[src/rtl/acpi_wake_consts.svh]
// Register indices, field positions, reset values and timing counts of the wake block
`ifndef ACPI_WAKE_CONSTS_SVH
`define ACPI_WAKE_CONSTS_SVH

`define IDX_WAKE_ENABLE      8'he0
`define IDX_KBD_WAKE_INDEX   8'he1
`define IDX_KBD_WAKE_DATA    8'he2
`define IDX_WAKE_EVT_STATUS  8'he3
`define IDX_POWER_LOSS_CTRL  8'he4
`define IDX_GPIO_RST_SOURCE  8'he5
`define IDX_LAST_STATE       8'he6

`define RST_KBD_WAKE_INDEX   8'h00
`define RST_WAKE_EVT_STATUS  8'h00
`define RST_POWER_LOSS_CTRL  8'h00
`define RST_GPIO_RST_SOURCE  8'h02
`define RST_WAKE_ENABLE      8'h00
`define RST_LAST_STATE       8'h10

`define WEN_ANY_CHAR         0
`define WEN_KBD              1
`define WEN_MOUSE            2
`define WEN_MASK             8'h07

`define STS_STANDBY          4
`define STS_THERMAL          3
`define STS_PWR_BUTTON       2
`define STS_MOUSE            1
`define STS_KBD              0
`define STS_MASK             8'h1f

`define PLC_POLICY_HI        6
`define PLC_POLICY_LO        5
`define PLC_GATE_EN          4
`define PLC_KBD_ANY          3
`define PLC_HUNT             2
`define PLC_MASK             8'h7c

`define GRS_GRP_A            7
`define GRS_GRP9             6
`define GRS_GRP8             5
`define GRS_GRP7             4
`define GRS_PG_SRC           1
`define GRS_PGIN_DIS         0
`define GRS_MASK             8'hf3

`define LST_FLAG             4
`define LST_MASK             8'h10

`define POLICY_OFF           2'h0
`define POLICY_ON            2'h1
`define POLICY_PREV          2'h2
`define POLICY_USER          2'h3

`define CAPTURE_BASE         8'h10
`define KEY_SLOTS            4'hf

`define POWER_BUTTON_OUT_N_PULSE_CYCLES   8

`endif

[src/rtl/acpi_wake_pkg.sv]
// Types shared by the wake and power-loss block
package acpi_wake_pkg;
    typedef enum logic {BUS_IDLE, BUS_ACK} bus_state_e;
    typedef logic [7:0] key_byte_t;
endpackage : acpi_wake_pkg

[src/rtl/acpi_wake_power_loss_ctrl.sv]
// Wake-up key storage, wake event status, power-loss policy and reset source selection
//
// The Avalon-MM slave port was decided locally.
`include "acpi_wake_consts.svh"

module acpi_wake_power_loss_ctrl #(
    parameter int PULSE_CYCLES = `POWER_BUTTON_OUT_N_PULSE_CYCLES
) (
    input  wire logic        mclk_i,
    input  wire logic        reset_n_i,
    input  wire logic [7:0]  address_i,
    input  wire logic        read_i,
    input  wire logic        write_i,
    input  wire logic [31:0] writedata_i,
    input  wire logic [3:0]  byteenable_i,
    output logic      [31:0] readdata_o,
    output logic             waitrequest_o,
    input  wire logic        kbd_key_valid_i,
    input  wire logic [7:0]  kbd_key_i,
    input  wire logic        mouse_wake_evt_i,
    input  wire logic        thermal_evt_i,
    input  wire logic        power_button_in_n_i,
    input  wire logic        standby_supply_ok_i,
    input  wire logic        sleep_s1_i,
    input  wire logic        sleep_s3_n_i,
    input  wire logic        sleep_s5_i,
    input  wire logic        supply_on_n_i,
    input  wire logic        supply_good_in_i,
    input  wire logic        resume_reset_n_i,
    input  wire logic        bus_reset_n_i,
    output logic             standby_gate_out_n_o,
    output logic             power_button_out_n_o,
    output logic             power_good_out_o,
    output logic             resume_power_on_o,
    output logic             gpio_group_a_rst_o,
    output logic             gpio_group9_rst_o,
    output logic             gpio_group8_rst_o,
    output logic             gpio_group7_rst_o
);

    localparam int NSYNC = 10;
    // Idle pin levels, so no false edge follows reset: resets off, button up, supplies good
    localparam logic [NSYNC-1:0] SYNC_RST = 10'h396;
    // Storage slot of a wake index: {valid, set, low nibble}; 0F/1F/3F/4F are holes
    function automatic logic [6:0] key_slot(input logic [7:0] idx);
        logic       ok;
        logic [1:0] set;
        ok  = (idx[3:0] != 4'hf);
        set = 2'h0;
        case (idx[7:4])
            4'h0: set = 2'h0;
            4'h1: set = 2'h1;
            4'h3: set = 2'h2;
            4'h4: set = 2'h3;
            default: ok = 1'b0;
        endcase
        return {ok, set, idx[3:0]};
    endfunction : key_slot

    acpi_wake_pkg::bus_state_e bus_reg, bus_next;
    logic [31:0]               readdata_reg;
    logic                      waitrequest_reg;
    logic [7:0]                index_reg;
    logic [7:0]                status_reg, status_next;
    logic [7:0]                ctrl_reg, ctrl_next;
    logic [7:0]                grs_reg;
    logic [7:0]                wen_reg;
    logic [7:0]                last_reg;
    acpi_wake_pkg::key_byte_t  key_mem [0:63];
    logic [3:0]                cap_ptr_reg;
    logic [3:0]                match_ptr_reg, match_ptr_next;
    logic [NSYNC-1:0]          sync1_reg, sync2_reg, sync3_reg, filt_reg, filt_d_reg;
    logic                      was_on_reg;
    logic [7:0]                pulse_cnt_reg;
    logic                      gate_n_reg, power_button_out_n_n_reg, pg_reg, resume_on_reg;
    logic [3:0]                gpio_rst_reg;

    // Pin inputs, five flops each: three sync flops, a two-sample agreement filter and an edge-detect delay
    wire [NSYNC-1:0] pins = {bus_reset_n_i, resume_reset_n_i, supply_good_in_i,
                             supply_on_n_i, sleep_s5_i, sleep_s3_n_i, sleep_s1_i,
                             standby_supply_ok_i, power_button_in_n_i, thermal_evt_i};
    wire thermal_f  = filt_reg[0];
    wire power_button_in_n_f   = filt_reg[1];
    wire standby_f  = filt_reg[2];
    wire s1_f       = filt_reg[3];
    wire s3_n_f     = filt_reg[4];
    wire s5_f       = filt_reg[5];
    wire son_n_f    = filt_reg[6];
    wire sgood_f    = filt_reg[7];
    wire rsm_rst    = ~filt_reg[8];
    wire bus_rst    = ~filt_reg[9];
    wire pg_rst     = ~pg_reg;
    wire [NSYNC-1:0] agree = ~(sync2_reg ^ sync3_reg);

    wire thermal_rise = thermal_f & ~filt_d_reg[0];
    wire power_button_in_fall    = ~power_button_in_n_f & filt_d_reg[1];
    wire standby_rise = standby_f & ~filt_d_reg[2];
    // Bus decode
    wire bus_req   = read_i | write_i;
    wire acc       = (bus_reg == acpi_wake_pkg::BUS_ACK);
    wire wr_acc    = acc & write_i & byteenable_i[0];
    wire rd_acc    = acc & read_i;
    wire [7:0] wb  = writedata_i[7:0];
    wire wr_wen    = wr_acc & (address_i == `IDX_WAKE_ENABLE);
    wire wr_index  = wr_acc & (address_i == `IDX_KBD_WAKE_INDEX);
    wire wr_data   = wr_acc & (address_i == `IDX_KBD_WAKE_DATA);
    wire wr_ctrl   = wr_acc & (address_i == `IDX_POWER_LOSS_CTRL);
    wire wr_grs    = wr_acc & (address_i == `IDX_GPIO_RST_SOURCE);
    wire wr_last   = wr_acc & (address_i == `IDX_LAST_STATE);
    wire rd_status = rd_acc & (address_i == `IDX_WAKE_EVT_STATUS);

    wire [6:0] bus_slot = key_slot(index_reg);
    wire [7:0] data_rd  = bus_slot[6] ? key_mem[bus_slot[5:0]] : 8'h00;

    logic [7:0] rd_byte;
    always_comb begin
        case (address_i)
            `IDX_WAKE_ENABLE:     rd_byte = wen_reg;
            `IDX_KBD_WAKE_INDEX:  rd_byte = index_reg;
            `IDX_KBD_WAKE_DATA:   rd_byte = data_rd;
            `IDX_WAKE_EVT_STATUS: rd_byte = status_reg;
            `IDX_POWER_LOSS_CTRL: rd_byte = ctrl_reg;
            `IDX_GPIO_RST_SOURCE: rd_byte = grs_reg;
            `IDX_LAST_STATE:      rd_byte = last_reg;
            default:              rd_byte = 8'h00;
        endcase
    end

    always_comb begin
        case (bus_reg)
            acpi_wake_pkg::BUS_IDLE: bus_next = bus_req ? acpi_wake_pkg::BUS_ACK
                                                        : acpi_wake_pkg::BUS_IDLE;
            default:                 bus_next = acpi_wake_pkg::BUS_IDLE;
        endcase
    end
    // Keyboard wake: sequence match on the first key set, or any character
    wire        any_key   = wen_reg[`WEN_ANY_CHAR] | ctrl_reg[`PLC_KBD_ANY];
    wire [6:0]  m_slot    = key_slot({4'h0, match_ptr_reg});
    wire [6:0]  m_slot_nx = key_slot({4'h0, match_ptr_reg + 4'h1});
    wire        m_hit     = (kbd_key_i == key_mem[m_slot[5:0]]);
    wire        m_last    = (match_ptr_reg == `KEY_SLOTS - 4'h1)
                            | (key_mem[m_slot_nx[5:0]] == 8'h00);
    wire        kbd_wake  = kbd_key_valid_i & wen_reg[`WEN_KBD]
                            & (any_key | (m_hit & m_last));
    wire        ms_wake   = mouse_wake_evt_i & wen_reg[`WEN_MOUSE];
    wire        any_wake  = kbd_wake | ms_wake;
    wire [6:0]  c_slot    = key_slot(`CAPTURE_BASE + {4'h0, cap_ptr_reg});

    assign match_ptr_next = !kbd_key_valid_i              ? match_ptr_reg
                          : (any_key || !m_hit || m_last) ? 4'h0
                          :                                 match_ptr_reg + 4'h1;

    // Set wins over read-clear; only bits that were reported are cleared
    wire [7:0] sts_clr = rd_status ? readdata_reg[7:0] : 8'h00;
    wire [7:0] sts_set = {3'h0, standby_rise, thermal_rise, power_button_in_fall,
                          ms_wake, kbd_wake};
    assign status_next = ((status_reg & ~sts_clr) | sts_set) & `STS_MASK;

    always_comb begin
        ctrl_next = ctrl_reg;
        if (wr_ctrl) begin
            ctrl_next = wb & `PLC_MASK;
        end
        if (ctrl_reg[`PLC_HUNT] && any_wake) begin
            ctrl_next[`PLC_HUNT] = 1'b0;
        end
        if (pg_rst) begin
            ctrl_next[`PLC_GATE_EN] = 1'b0;
        end
        if (bus_rst) begin
            ctrl_next[`PLC_KBD_ANY] = 1'b0;
            ctrl_next[`PLC_HUNT]    = 1'b0;
        end
    end
    // Resume decision on standby return
    wire [1:0] policy = ctrl_reg[`PLC_POLICY_HI:`PLC_POLICY_LO];
    logic      resume_on;
    always_comb begin
        case (policy)
            `POLICY_OFF:  resume_on = 1'b0;
            `POLICY_ON:   resume_on = 1'b1;
            `POLICY_PREV: resume_on = was_on_reg;
            default:      resume_on = ~last_reg[`LST_FLAG];
        endcase
    end

    wire hunt_wake = ctrl_reg[`PLC_HUNT] & s1_f & any_wake;
    wire pg_src    = grs_reg[`GRS_PG_SRC] ? s3_n_f : ~son_n_f;
    wire pg_next   = pg_src & (grs_reg[`GRS_PGIN_DIS] | sgood_f);
    wire [3:0] gpio_rst_next = {
        grs_reg[`GRS_GRP_A] ? pg_rst : bus_rst,
        grs_reg[`GRS_GRP9] ? s5_f : rsm_rst,
        grs_reg[`GRS_GRP8] ? s5_f : rsm_rst,
        grs_reg[`GRS_GRP7] ? s5_f : rsm_rst};

    always_ff @(posedge mclk_i or negedge reset_n_i) begin
        if (!reset_n_i) begin
            sync1_reg  <= SYNC_RST;
            sync2_reg  <= SYNC_RST;
            sync3_reg  <= SYNC_RST;
            filt_reg   <= SYNC_RST;
            filt_d_reg <= SYNC_RST;
        end else begin
            sync1_reg  <= pins;
            sync2_reg  <= sync1_reg;
            sync3_reg  <= sync2_reg;
            filt_reg   <= (agree & sync2_reg) | (~agree & filt_reg);
            filt_d_reg <= filt_reg;
        end
    end

    always_ff @(posedge mclk_i or negedge reset_n_i) begin
        if (!reset_n_i) begin
            bus_reg         <= acpi_wake_pkg::BUS_IDLE;
            waitrequest_reg <= 1'b1;
            readdata_reg    <= 32'h0000_0000;
        end else begin
            bus_reg         <= bus_next;
            waitrequest_reg <= (bus_next != acpi_wake_pkg::BUS_ACK);
            if (bus_reg == acpi_wake_pkg::BUS_IDLE && read_i) begin
                readdata_reg <= {24'h00_0000, rd_byte};
            end
        end
    end
    // Battery well: status, control and last-state flag
    always_ff @(posedge mclk_i or negedge reset_n_i) begin
        if (!reset_n_i) begin
            status_reg <= `RST_WAKE_EVT_STATUS;
            ctrl_reg   <= `RST_POWER_LOSS_CTRL;
            last_reg   <= `RST_LAST_STATE;
        end else begin
            status_reg <= status_next;
            ctrl_reg   <= ctrl_next;
            if (wr_last) begin
                last_reg <= wb & `LST_MASK;
            end
        end
    end
    // Standby well: cleared by resume reset as well
    always_ff @(posedge mclk_i or negedge reset_n_i) begin
        if (!reset_n_i) begin
            index_reg     <= `RST_KBD_WAKE_INDEX;
            grs_reg       <= `RST_GPIO_RST_SOURCE;
            wen_reg       <= `RST_WAKE_ENABLE;
            cap_ptr_reg   <= 4'h0;
            match_ptr_reg <= 4'h0;
        end else if (rsm_rst) begin
            index_reg     <= `RST_KBD_WAKE_INDEX;
            grs_reg       <= `RST_GPIO_RST_SOURCE;
            wen_reg       <= `RST_WAKE_ENABLE;
            cap_ptr_reg   <= 4'h0;
            match_ptr_reg <= 4'h0;
        end else begin
            if (wr_index) begin
                index_reg <= wb;
            end
            if (wr_grs) begin
                grs_reg <= wb & `GRS_MASK;
            end
            if (wr_wen) begin
                wen_reg <= wb & `WEN_MASK;
            end
            if (kbd_key_valid_i) begin
                cap_ptr_reg <= (cap_ptr_reg == `KEY_SLOTS - 4'h1) ? 4'h0
                                                                   : cap_ptr_reg + 4'h1;
            end
            match_ptr_reg <= match_ptr_next;
        end
    end
    // Key table has no reset; a software write to a valid slot beats any capture in the same cycle, whatever the capture's slot
    always_ff @(posedge mclk_i) begin
        if (wr_data && bus_slot[6]) begin
            key_mem[bus_slot[5:0]] <= wb;
        end else if (kbd_key_valid_i) begin
            key_mem[c_slot[5:0]] <= kbd_key_i;
        end
    end

    always_ff @(posedge mclk_i or negedge reset_n_i) begin
        if (!reset_n_i) begin
            was_on_reg    <= 1'b0;
            pulse_cnt_reg <= 8'h00;
            gate_n_reg    <= 1'b1;
            power_button_out_n_n_reg   <= 1'b1;
            pg_reg        <= 1'b0;
            resume_on_reg <= 1'b0;
            gpio_rst_reg  <= 4'hf;
        end else begin
            if (standby_f && !standby_rise) begin
                was_on_reg <= s3_n_f;
            end
            if (hunt_wake) begin
                pulse_cnt_reg <= 8'(PULSE_CYCLES);
            end else if (pulse_cnt_reg != 8'h00) begin
                pulse_cnt_reg <= pulse_cnt_reg - 8'h01;
            end
            // Button press passes through; hunting wake stretches a low pulse
            power_button_out_n_n_reg   <= power_button_in_n_f & ~hunt_wake & (pulse_cnt_reg <= 8'h01);
            gate_n_reg    <= ~ctrl_next[`PLC_GATE_EN];
            pg_reg        <= pg_next;
            resume_on_reg <= standby_rise & resume_on;
            gpio_rst_reg  <= gpio_rst_next;
        end
    end

    assign readdata_o           = readdata_reg;
    assign waitrequest_o        = waitrequest_reg;
    assign standby_gate_out_n_o = gate_n_reg;
    assign power_button_out_n_o = power_button_out_n_n_reg;
    assign power_good_out_o     = pg_reg;
    assign resume_power_on_o    = resume_on_reg;
    assign gpio_group_a_rst_o   = gpio_rst_reg[3];
    assign gpio_group9_rst_o    = gpio_rst_reg[2];
    assign gpio_group8_rst_o    = gpio_rst_reg[1];
    assign gpio_group7_rst_o    = gpio_rst_reg[0];

    property p_kbd_status;
        @(posedge mclk_i) disable iff (!reset_n_i) kbd_wake |=> status_reg[`STS_KBD];
    endproperty
    a_kbd_status: assert property (p_kbd_status) else $error("kbd wake not latched");
    property p_mouse_hold;
        @(posedge mclk_i) disable iff (!reset_n_i)
            (status_reg[`STS_MOUSE] && !rd_status) |=> status_reg[`STS_MOUSE];
    endproperty
    a_mouse_hold: assert property (p_mouse_hold) else $error("mouse flag lost");
    property p_read_clear;
        @(posedge mclk_i) disable iff (!reset_n_i)
            (rd_status && readdata_reg[`STS_PWR_BUTTON] && !power_button_in_fall)
            |=> !status_reg[`STS_PWR_BUTTON];
    endproperty
    a_read_clear: assert property (p_read_clear) else $error("read did not clear");
    property p_bus_answer;
        @(posedge mclk_i) disable iff (!reset_n_i)
            (bus_req && waitrequest_o && !acc) |=> !waitrequest_o ##1 waitrequest_o;
    endproperty
    a_bus_answer: assert property (p_bus_answer) else $error("bus answer timing");
    property p_hunt_clear;
        @(posedge mclk_i) disable iff (!reset_n_i)
            (ctrl_reg[`PLC_HUNT] && any_wake) |=> !ctrl_reg[`PLC_HUNT];
    endproperty
    a_hunt_clear: assert property (p_hunt_clear) else $error("hunt bit stuck");
    property p_power_button_out_n;
        @(posedge mclk_i) disable iff (!reset_n_i)
            hunt_wake |=> !power_button_out_n_o [*2];
    endproperty
    a_power_button_out_n: assert property (p_power_button_out_n) else $error("no power button pulse");
    property p_policy_off;
        @(posedge mclk_i) disable iff (!reset_n_i)
            (standby_rise && policy == `POLICY_OFF) |=> !resume_power_on_o;
    endproperty
    a_policy_off: assert property (p_policy_off) else $error("resumed on off policy");
    property p_pg_gate;
        @(posedge mclk_i) disable iff (!reset_n_i)
            (!grs_reg[`GRS_PGIN_DIS] && !sgood_f) |=> !power_good_out_o;
    endproperty
    a_pg_gate: assert property (p_pg_gate) else $error("power good not gated");
    property p_bus_rst_ctrl;
        @(posedge mclk_i) disable iff (!reset_n_i)
            bus_rst |=> ctrl_reg[`PLC_KBD_ANY:`PLC_HUNT] == 2'h0;
    endproperty
    a_bus_rst_ctrl: assert property (p_bus_rst_ctrl) else $error("bus reset missed");
    property p_gate;
        @(posedge mclk_i) disable iff (!reset_n_i)
            ##1 standby_gate_out_n_o == !ctrl_reg[`PLC_GATE_EN];
    endproperty
    a_gate: assert property (p_gate) else $error("standby gate mismatch");
    property p_reserved;
        @(posedge mclk_i) disable iff (!reset_n_i)
            readdata_o[31:8] == 24'h00_0000 && status_reg[7:5] == 3'h0;
    endproperty
    a_reserved: assert property (p_reserved) else $error("reserved bits set");

endmodule : acpi_wake_power_loss_ctrl

[config.mk]
export PLATFORM = sky130hd
export DESIGN_NAME = acpi_wake_power_loss_ctrl
export DESIGN_NICKNAME = d
export VERILOG_FILES = /design/src/rtl/acpi_wake_pkg.sv /design/src/rtl/acpi_wake_power_loss_ctrl.sv
export VERILOG_INCLUDE_DIRS = /design/src /design/src/rtl
export SDC_FILE = /design/constraint.sdc
export NUM_CORES = 1
export LEC_CHECK = 0
export ABC_CLOCK_PERIOD_IN_PS = 8800
export BUFFER_PORTS_ARGS = -buffer_cell sky130_fd_sc_hd__buf_2
export CAP_MARGIN = 25
export CORE_MARGIN = 10
export CORE_UTILIZATION = 30
export CTS_CLUSTER_SIZE = 25
export DETAILED_ROUTE_END_ITERATION = 16
export PLACE_DENSITY = 0.43
export REMOVE_ABC_BUFFERS = 1
export SYNTH_ARGS = -nofsm -noshare
export SYNTH_HDL_FRONTEND = slang
export SYNTH_SLANG_ARGS = --single-unit
[constraint.sdc]
create_clock -name mclk_i -period 8.8 [get_ports mclk_i]
set_clock_uncertainty 0.15 [all_clocks]
set_input_delay 0.44 -clock mclk_i [delete_from_list [all_inputs] [get_ports mclk_i]]
set_output_delay 0.44 -clock mclk_i [all_outputs]
set_load 0.01 [all_outputs]
-- Word level (Yosys, flattened, before mapping)
Memory sizes are Yosys's and may differ from the RTL's.
Cells that the tools add are included.
- add/subtract/negate cells: 4
- $mul: 0
- divide/modulo/power cells: 0
- order comparisons: 1
- eq/ne operators: 25
- shift operators: 0
- muxes and demuxes: 40
- bitwise gates (word level): 50
- reductions and logical operators: 15
- operators by type and width (cell ; number):
    8-bit 2-to-1 mux ; 10
    8-bit == test, second input constant ; 7
    8-bit one-hot mux with 7 select lines ; 1
    4-bit 2-to-1 mux ; 6
    1-bit AND ; 23
    10-bit AND ; 2
    10-bit NOT ; 2
    1-bit 2-to-1 mux ; 16
    1-bit NOT ; 12
    2-bit one-hot mux with 3 select lines ; 2
    5-bit 2-to-1 mux ; 2
    10-bit OR ; 1
    10-bit XOR ; 1
    4-bit by 1-bit adder with 4-bit output, second input constant ; 2
    4-bit == test, second input constant ; 2
    8-bit == test ; 1
    8-bit by 1-bit <= comparator with 1-bit output, second input constant ; 1
    8-bit logical NOT ; 1
    2-bit by 1-bit inequality test with 1-bit output, second input constant ; 4
    8-bit nonzero test ; 1
    8-bit OR reduction ; 1
    8-bit by 1-bit subtractor with 8-bit output, second input constant ; 1
    5-bit by 4-bit adder with 6-bit output, first input constant ; 1
    6-bit 2-to-1 mux ; 1
    other kinds (22) ; 34
- register bits after elaboration: 113
- latch bits: 0
- memory bits (writable): 512
- ROM bits: 0
- bits of input ports: 68
- output and inout bits: 41
- logic and storage cells: 162
- memories kept: 1
- memories (memory ; depth ; width ; rd ports ; clocked after Yosys merged registers in ; wr ports ; line ; text):
    key_mem ; 64 ; 8 ; 3 ; 0 ; 1 ; acpi_wake_power_loss_ctrl.sv:69 ; acpi_wake_pkg::key_byte_t key_mem [0:63];

-- Logic depth before layout (Yosys ltp)
An unclocked memory read counts as a cell.
- depth in word-level cells: 12
- mapped depth: 13
- depth with buffers taken out: 9

-- Least setup slack after synthesis
Ideal clock, no wire load.
- path kind: flip-flop to flip-flop
- from: register match_ptr_reg[0]
- to: register pulse_cnt_reg[3]
- data arrival time: 2970 ps
- required time: 8585 ps
- slack: 5615 ps
- cell stages (with the launch flop): 14
- path buffers: 4
- cell sequence: dfrtp_1 buf_4 buf_6 inv_1 buf_4 ha_1 clkbuf_1 nor4b_1 a21oi_1 a21oi_1 a21oi_1 a211o_1 nor4_4 or3_1
- word-level cells in the longest chain between the ends: 10
- RTL lines (what ; line ; text):
    start, declared ; acpi_wake_power_loss_ctrl.sv:71 ; logic [3:0] match_ptr_reg, match_ptr_next;
    start signal, assigned ; acpi_wake_power_loss_ctrl.sv:267 ; match_ptr_reg <= match_ptr_next;
    4-bit by 1-bit adder with 4-bit output ; acpi_wake_power_loss_ctrl.sv:139 ; wire [6:0] m_slot_nx = key_slot({4'h0, match_ptr_reg + 4'h1});
    memory 64 x 8 bit ; -- ;
    8-bit logical NOT ; acpi_wake_power_loss_ctrl.sv:142 ; | (key_mem[m_slot_nx[5:0]] == 8'h00);
    1-bit OR ; acpi_wake_power_loss_ctrl.sv:141 ; wire m_last = (match_ptr_reg == `KEY_SLOTS - 4'h1)
    1-bit AND * ; acpi_wake_power_loss_ctrl.sv:144 ; & (any_key | (m_hit & m_last));
    1-bit OR * ; acpi_wake_power_loss_ctrl.sv:144 ;
    1-bit AND * ; acpi_wake_power_loss_ctrl.sv:143 ; wire kbd_wake = kbd_key_valid_i & wen_reg[`WEN_KBD]
    1-bit OR * ; acpi_wake_power_loss_ctrl.sv:146 ; wire any_wake = kbd_wake | ms_wake;
    1-bit AND * ; acpi_wake_power_loss_ctrl.sv:187 ; wire hunt_wake = ctrl_reg[`PLC_HUNT] & s1_f & any_wake;
    8-bit 2-to-1 mux or 2-bit nonzero test (tied branches) ; -- ;
    end signal, assigned ; acpi_wake_power_loss_ctrl.sv:293 ; pulse_cnt_reg <= 8'(PULSE_CYCLES);
    end signal, assigned ; acpi_wake_power_loss_ctrl.sv:295 ; pulse_cnt_reg <= pulse_cnt_reg - 8'h01;
    end, declared ; acpi_wake_power_loss_ctrl.sv:74 ; logic [7:0] pulse_cnt_reg;
Mark *: on every way between the ends. The rest lies on a longest branch, timed or not.
A chain may end at the register's enable or synchronous reset.

-- Worst setup path after layout
- from: register index_reg[0]
- to: register readdata_reg[7], in the netlist readdata_o[7]
- word-level cells in the longest chain between the ends: 4
- RTL lines (what ; line ; text):
    start, declared ; acpi_wake_power_loss_ctrl.sv:63 ; logic [7:0] index_reg;
    start signal, assigned ; acpi_wake_power_loss_ctrl.sv:242 ; index_reg <= `RST_KBD_WAKE_INDEX;
    start signal, assigned ; acpi_wake_power_loss_ctrl.sv:248 ; index_reg <= `RST_KBD_WAKE_INDEX;
    start signal, assigned ; acpi_wake_power_loss_ctrl.sv:255 ; index_reg <= wb;
    parallel branches: the longest is 2 deep, another holds memory 64 x 8 bit ; -- ;
    8-bit 2-to-1 mux * ; acpi_wake_power_loss_ctrl.sv:113 ; wire [7:0] data_rd = bus_slot[6] ? key_mem[bus_slot[5:0]] : 8'h00;
    8-bit one-hot mux with 7 select lines * ; acpi_wake_power_loss_ctrl.sv:117 ; case (address_i)
    end signal, assigned ; acpi_wake_power_loss_ctrl.sv:221 ; readdata_reg <= {24'h00_0000, rd_byte};
    end, declared ; acpi_wake_power_loss_ctrl.sv:61 ; logic [31:0] readdata_reg;
Every way passes the cells marked *.

==> run_results.csv <==
group,metric,value,unit
hold_path,hold_path_end,"index_reg[3]",
setup_path,r2r_slack,4.13,ns
synthesis,synth_top_flop_cell,"edfxtp_1",
timing,final.setup.tns,0,ns
synthesis,synth-seq-area-share,0.6891,
setup_path,required,9.14,ns
cts,numClockSinks,618,
final_layout,n_fill_cell,8171,
drt,dr.pass1.iters,5,
global_route,grt_pass1_vias,14320,
outcome,status,"finished clean",
power,p_sw,1350,uW
synthesis,synth_top_area_share,0.5863,
synthesis,synth_area_leaders,"edfxtp_1 (59%), mux4_2 (17%), dfrtp_1 (6.8%)",
cts,postCtsSetupBuffers,0,
cts,path_clk_slew,0.07,ns
power,power_frac_comb,0.027,
placement,dpl_cell_area,27880,sq um
job,drv_cap,0,
setup_path,critical_path.max_stage_delay,0.85,ns
global_route,antenna_found_initial,1,
power,power.internal,5025,uW
setup_path,crit_path_frequent_cell,"mux4_2",
setup_path,crit_buf_inv,2,
timing,worst_pin_slew,0.9851,ns
synthesis,syn_avg_cell_area,18.52,sq um
timing,hold_viol_final,0,
timing,final.setup.worst_slack,4.135,ns
final_layout,stdcell_count,2758,
setup_path,worst_path_max_delay_cell,"buf_4",
synthesis,yosysTopAreaCell,"edfxtp_1",
setup_path,worstPathArrival,5.01,ns
power,leakage,0.009641,uW
synthesis,syn_area,26230,sq um
setup_path,r2r_cells,6,
cts,clock_latency,0.61,ns
placement,place_inst,2606,
final_layout,largest_register_ffs,512,
final_layout,syn2layout_area_growth,15.96,%
global_route,grt_max_degree,65,
placement,hpwl,46.96,mm
final_layout,final_nets,1618,
synthesis,ys_async_sr_fraction,0.1715,
setup_path,critPathKind,"reg2reg",
timing,post-route-min-period,4.665,ns
power,pwr_density_cell,209.7,nW/um^2
final_layout,multi_input_area,7777,sq um
timing,rsz0062_at_grt,"no",
setup_path,cp-start-kind,"register",
die,die_h,315.7,um
synthesis,ys_ff_latch,618,
power,power_frac_clock,0.462,
cts,ctsHtreeMaxLevel,3,
drt,routedWlPerCell,26.50,um
synthesis,synth.most_common_cell,"edfxtp_1",
timing,fin_crit_sh,0.5301,
hold_path,worstHoldStart,"writedata_i[3]",
setup_path,end_kind,"register",
cts,cts_root_buf,"clkbuf_16",
hold_path,hold_path.class,"in2reg",
synthesis,yosys_warnings,0,
global_route,grt_pass1_wl,105.8,mm
power,pwr-share-seq,0.511,
timing,relSlewSlack,0.3408,
global_route,grt_use_total,0.1460,
setup_path,reg2reg_from,"index_reg[0]",
placement,dp_slack,3.989,ns
cts,cts_made_buffers,70,
synthesis,yosysUniqueCellTypes,58,
cts,clk_path_buf_depth,3,
die,die_w,315.7,um
drt,wl,73.08,mm
global_route,overflow,0,
setup_path,r2r_end,"readdata_o[7]",
timing,fmax,0.2143,GHz
placement,placement.io_buffers,57,
drt,drc,0,
power,switching_share,0.2118,
placement,gp_congestion,0.7929,
drt,drtAntennaViolNets,0,
final_layout,seq_area,18080,sq um
die,rows,108,
die,start_util,0.3023,
synthesis,synth-edff-count,512,
synthesis,ys_top_cells_by_count,"edfxtp_1 (512), mux4_2 (199), nor2_1 (107), dfrtp_1 (71), nand2_1 (49)",
setup_path,crit_family,"multiplexers",
synthesis,synthCells,1416,
final_layout,drive_gt1_frac,0.2861,
setup_path,cp_max_fo,43,
timing,setup_viol,0,
power,vdd_drop_max,0.1280,mV
die,dieArea,99640,sq um
setup_path,worstPathCellList,"buf_4, buf_4, mux4_2, mux4_2, mux4_2, a221o_1",
timing,slew_violations,0,
hold_path,holdPathStages,3,
drt,vias_per_cell,5.017,
drt,drt-initial-drc-count,1275,
die,core,86750,sq um
timing,holdWs,0.04089,ns
drt,vias,13840,
die,ioPinCount,109,
final_layout,fin_area,30410,sq um
cts,tritoncts,"done",
[through the flow]
step / util / total power [uW]
after floorplan: - / 3386
after global placement: 0.3207 / 3485
after detailed placement: 0.3214 / 3491
after CTS: 0.3504 / 6462
after global routing: 0.3505 / 6600
final: 0.3505 / 6376
[placed cells by master (no fill, tap or decap), types with 6 or more instances in the layout]
master and n:
a211oi_1 6, a21boi_0 8, a21oi_1 25, a221o_1 9, buf_2 56, buf_4 30, clkbuf_1 10, clkbuf_16 75
clkinv_1 14, clkinv_2 13, conb_1 48, dfrtp_1 67, dfstp_2 35, dlygate4sd3_1 20, edfxtp_1 512, ha_1 6
inv_1 11, maj3_1 10, mux2_2 21, mux2i_1 38, mux4_2 199, nand2_1 49, nand2b_1 7, nand3_1 23
nand4_1 7, nor2_1 107, nor2b_1 27, nor3_1 16, nor3b_1 8, nor4_1 29, o21ai_0 10, xnor2_1 14
xor2_1 6
[what timing repair did]
| item | CTS | global route |
|---|---|---|
| hold endpoints to repair | 56 | 0 |
| hold buffers | 20 | 0 |
| resized for setup | 0 | 0 |
[routing by layer]
layer	up-vias	track usage	wire length, um
met5	-	0	0
met4	0	0.04032	1740
met3	98	0.02690	3635
met2	379	0.2371	35610
met1	7417	0.1991	32090
li1	5943	-	-
[area by class of cell]
cell class,count,area share
inverters,11,0.001358
repair buffers,108,0.02448
multi-input cells,735,0.2558
well taps,1155,0.04752
clock inverters,39,0.01094
clock buffers,90,0.06521
flip-flops and latches,618,0.5946
diodes,2,0.0001646
[worst max-delay path by stage]
stage	slack, ns	cells after the start	startpoint	end
2_1_floorplan	1.54	7	index_reg[0]	key_mem[5][0]
3_3_place_gp	3.96	6	index_reg[0]	readdata_o[7]
3_5_place_dp	3.99	6	index_reg[0]	readdata_o[7]
4_1_cts	3.97	6	index_reg[0]	readdata_o[7]
5_1_grt	3.84	6	index_reg[0]	readdata_o[7]
6_report	4.13	6	index_reg[0]	readdata_o[7]
[power groups by stage]
stage / clock (uW) / combinational (uW) / sequential, uW
5_1_grt: 3150 / 191 / 3260
4_1_cts: 3020 / 179 / 3260
2_1_floorplan: 0 / 75.0 / 3310
6_report: 2940 / 174 / 3260
3_3_place_gp: 0 / 167 / 3320
3_5_place_dp: 0 / 172 / 3320
[cell families after synthesis]
| family | after synthesis | synth area share |
|---|---|---|
| AND/OR/NAND/NOR | 301 | 0.05692 |
| flip-flops | 618 | 0.6891 |
| buffers and inverters | 110 | 0.02171 |
| adder cells (fa/ha/maj) | 16 | 0.006679 |
| multiplexers | 259 | 0.1948 |
| other | 1 | 0.0001430 |
| AO/OA/AOI/OAI | 91 | 0.02395 |
| XOR/XNOR | 20 | 0.006679 |
[worst register-to-register path: cells and delay by family (launching register included)]
family	cells	cell delay (ns)
buffers and inverters	2	1.64
DFF	1	0.61
muxes	3	1.81
AOI/OAI and AO/OA	1	0.34
Note: power is estimated with default switching activity, not from simulation.
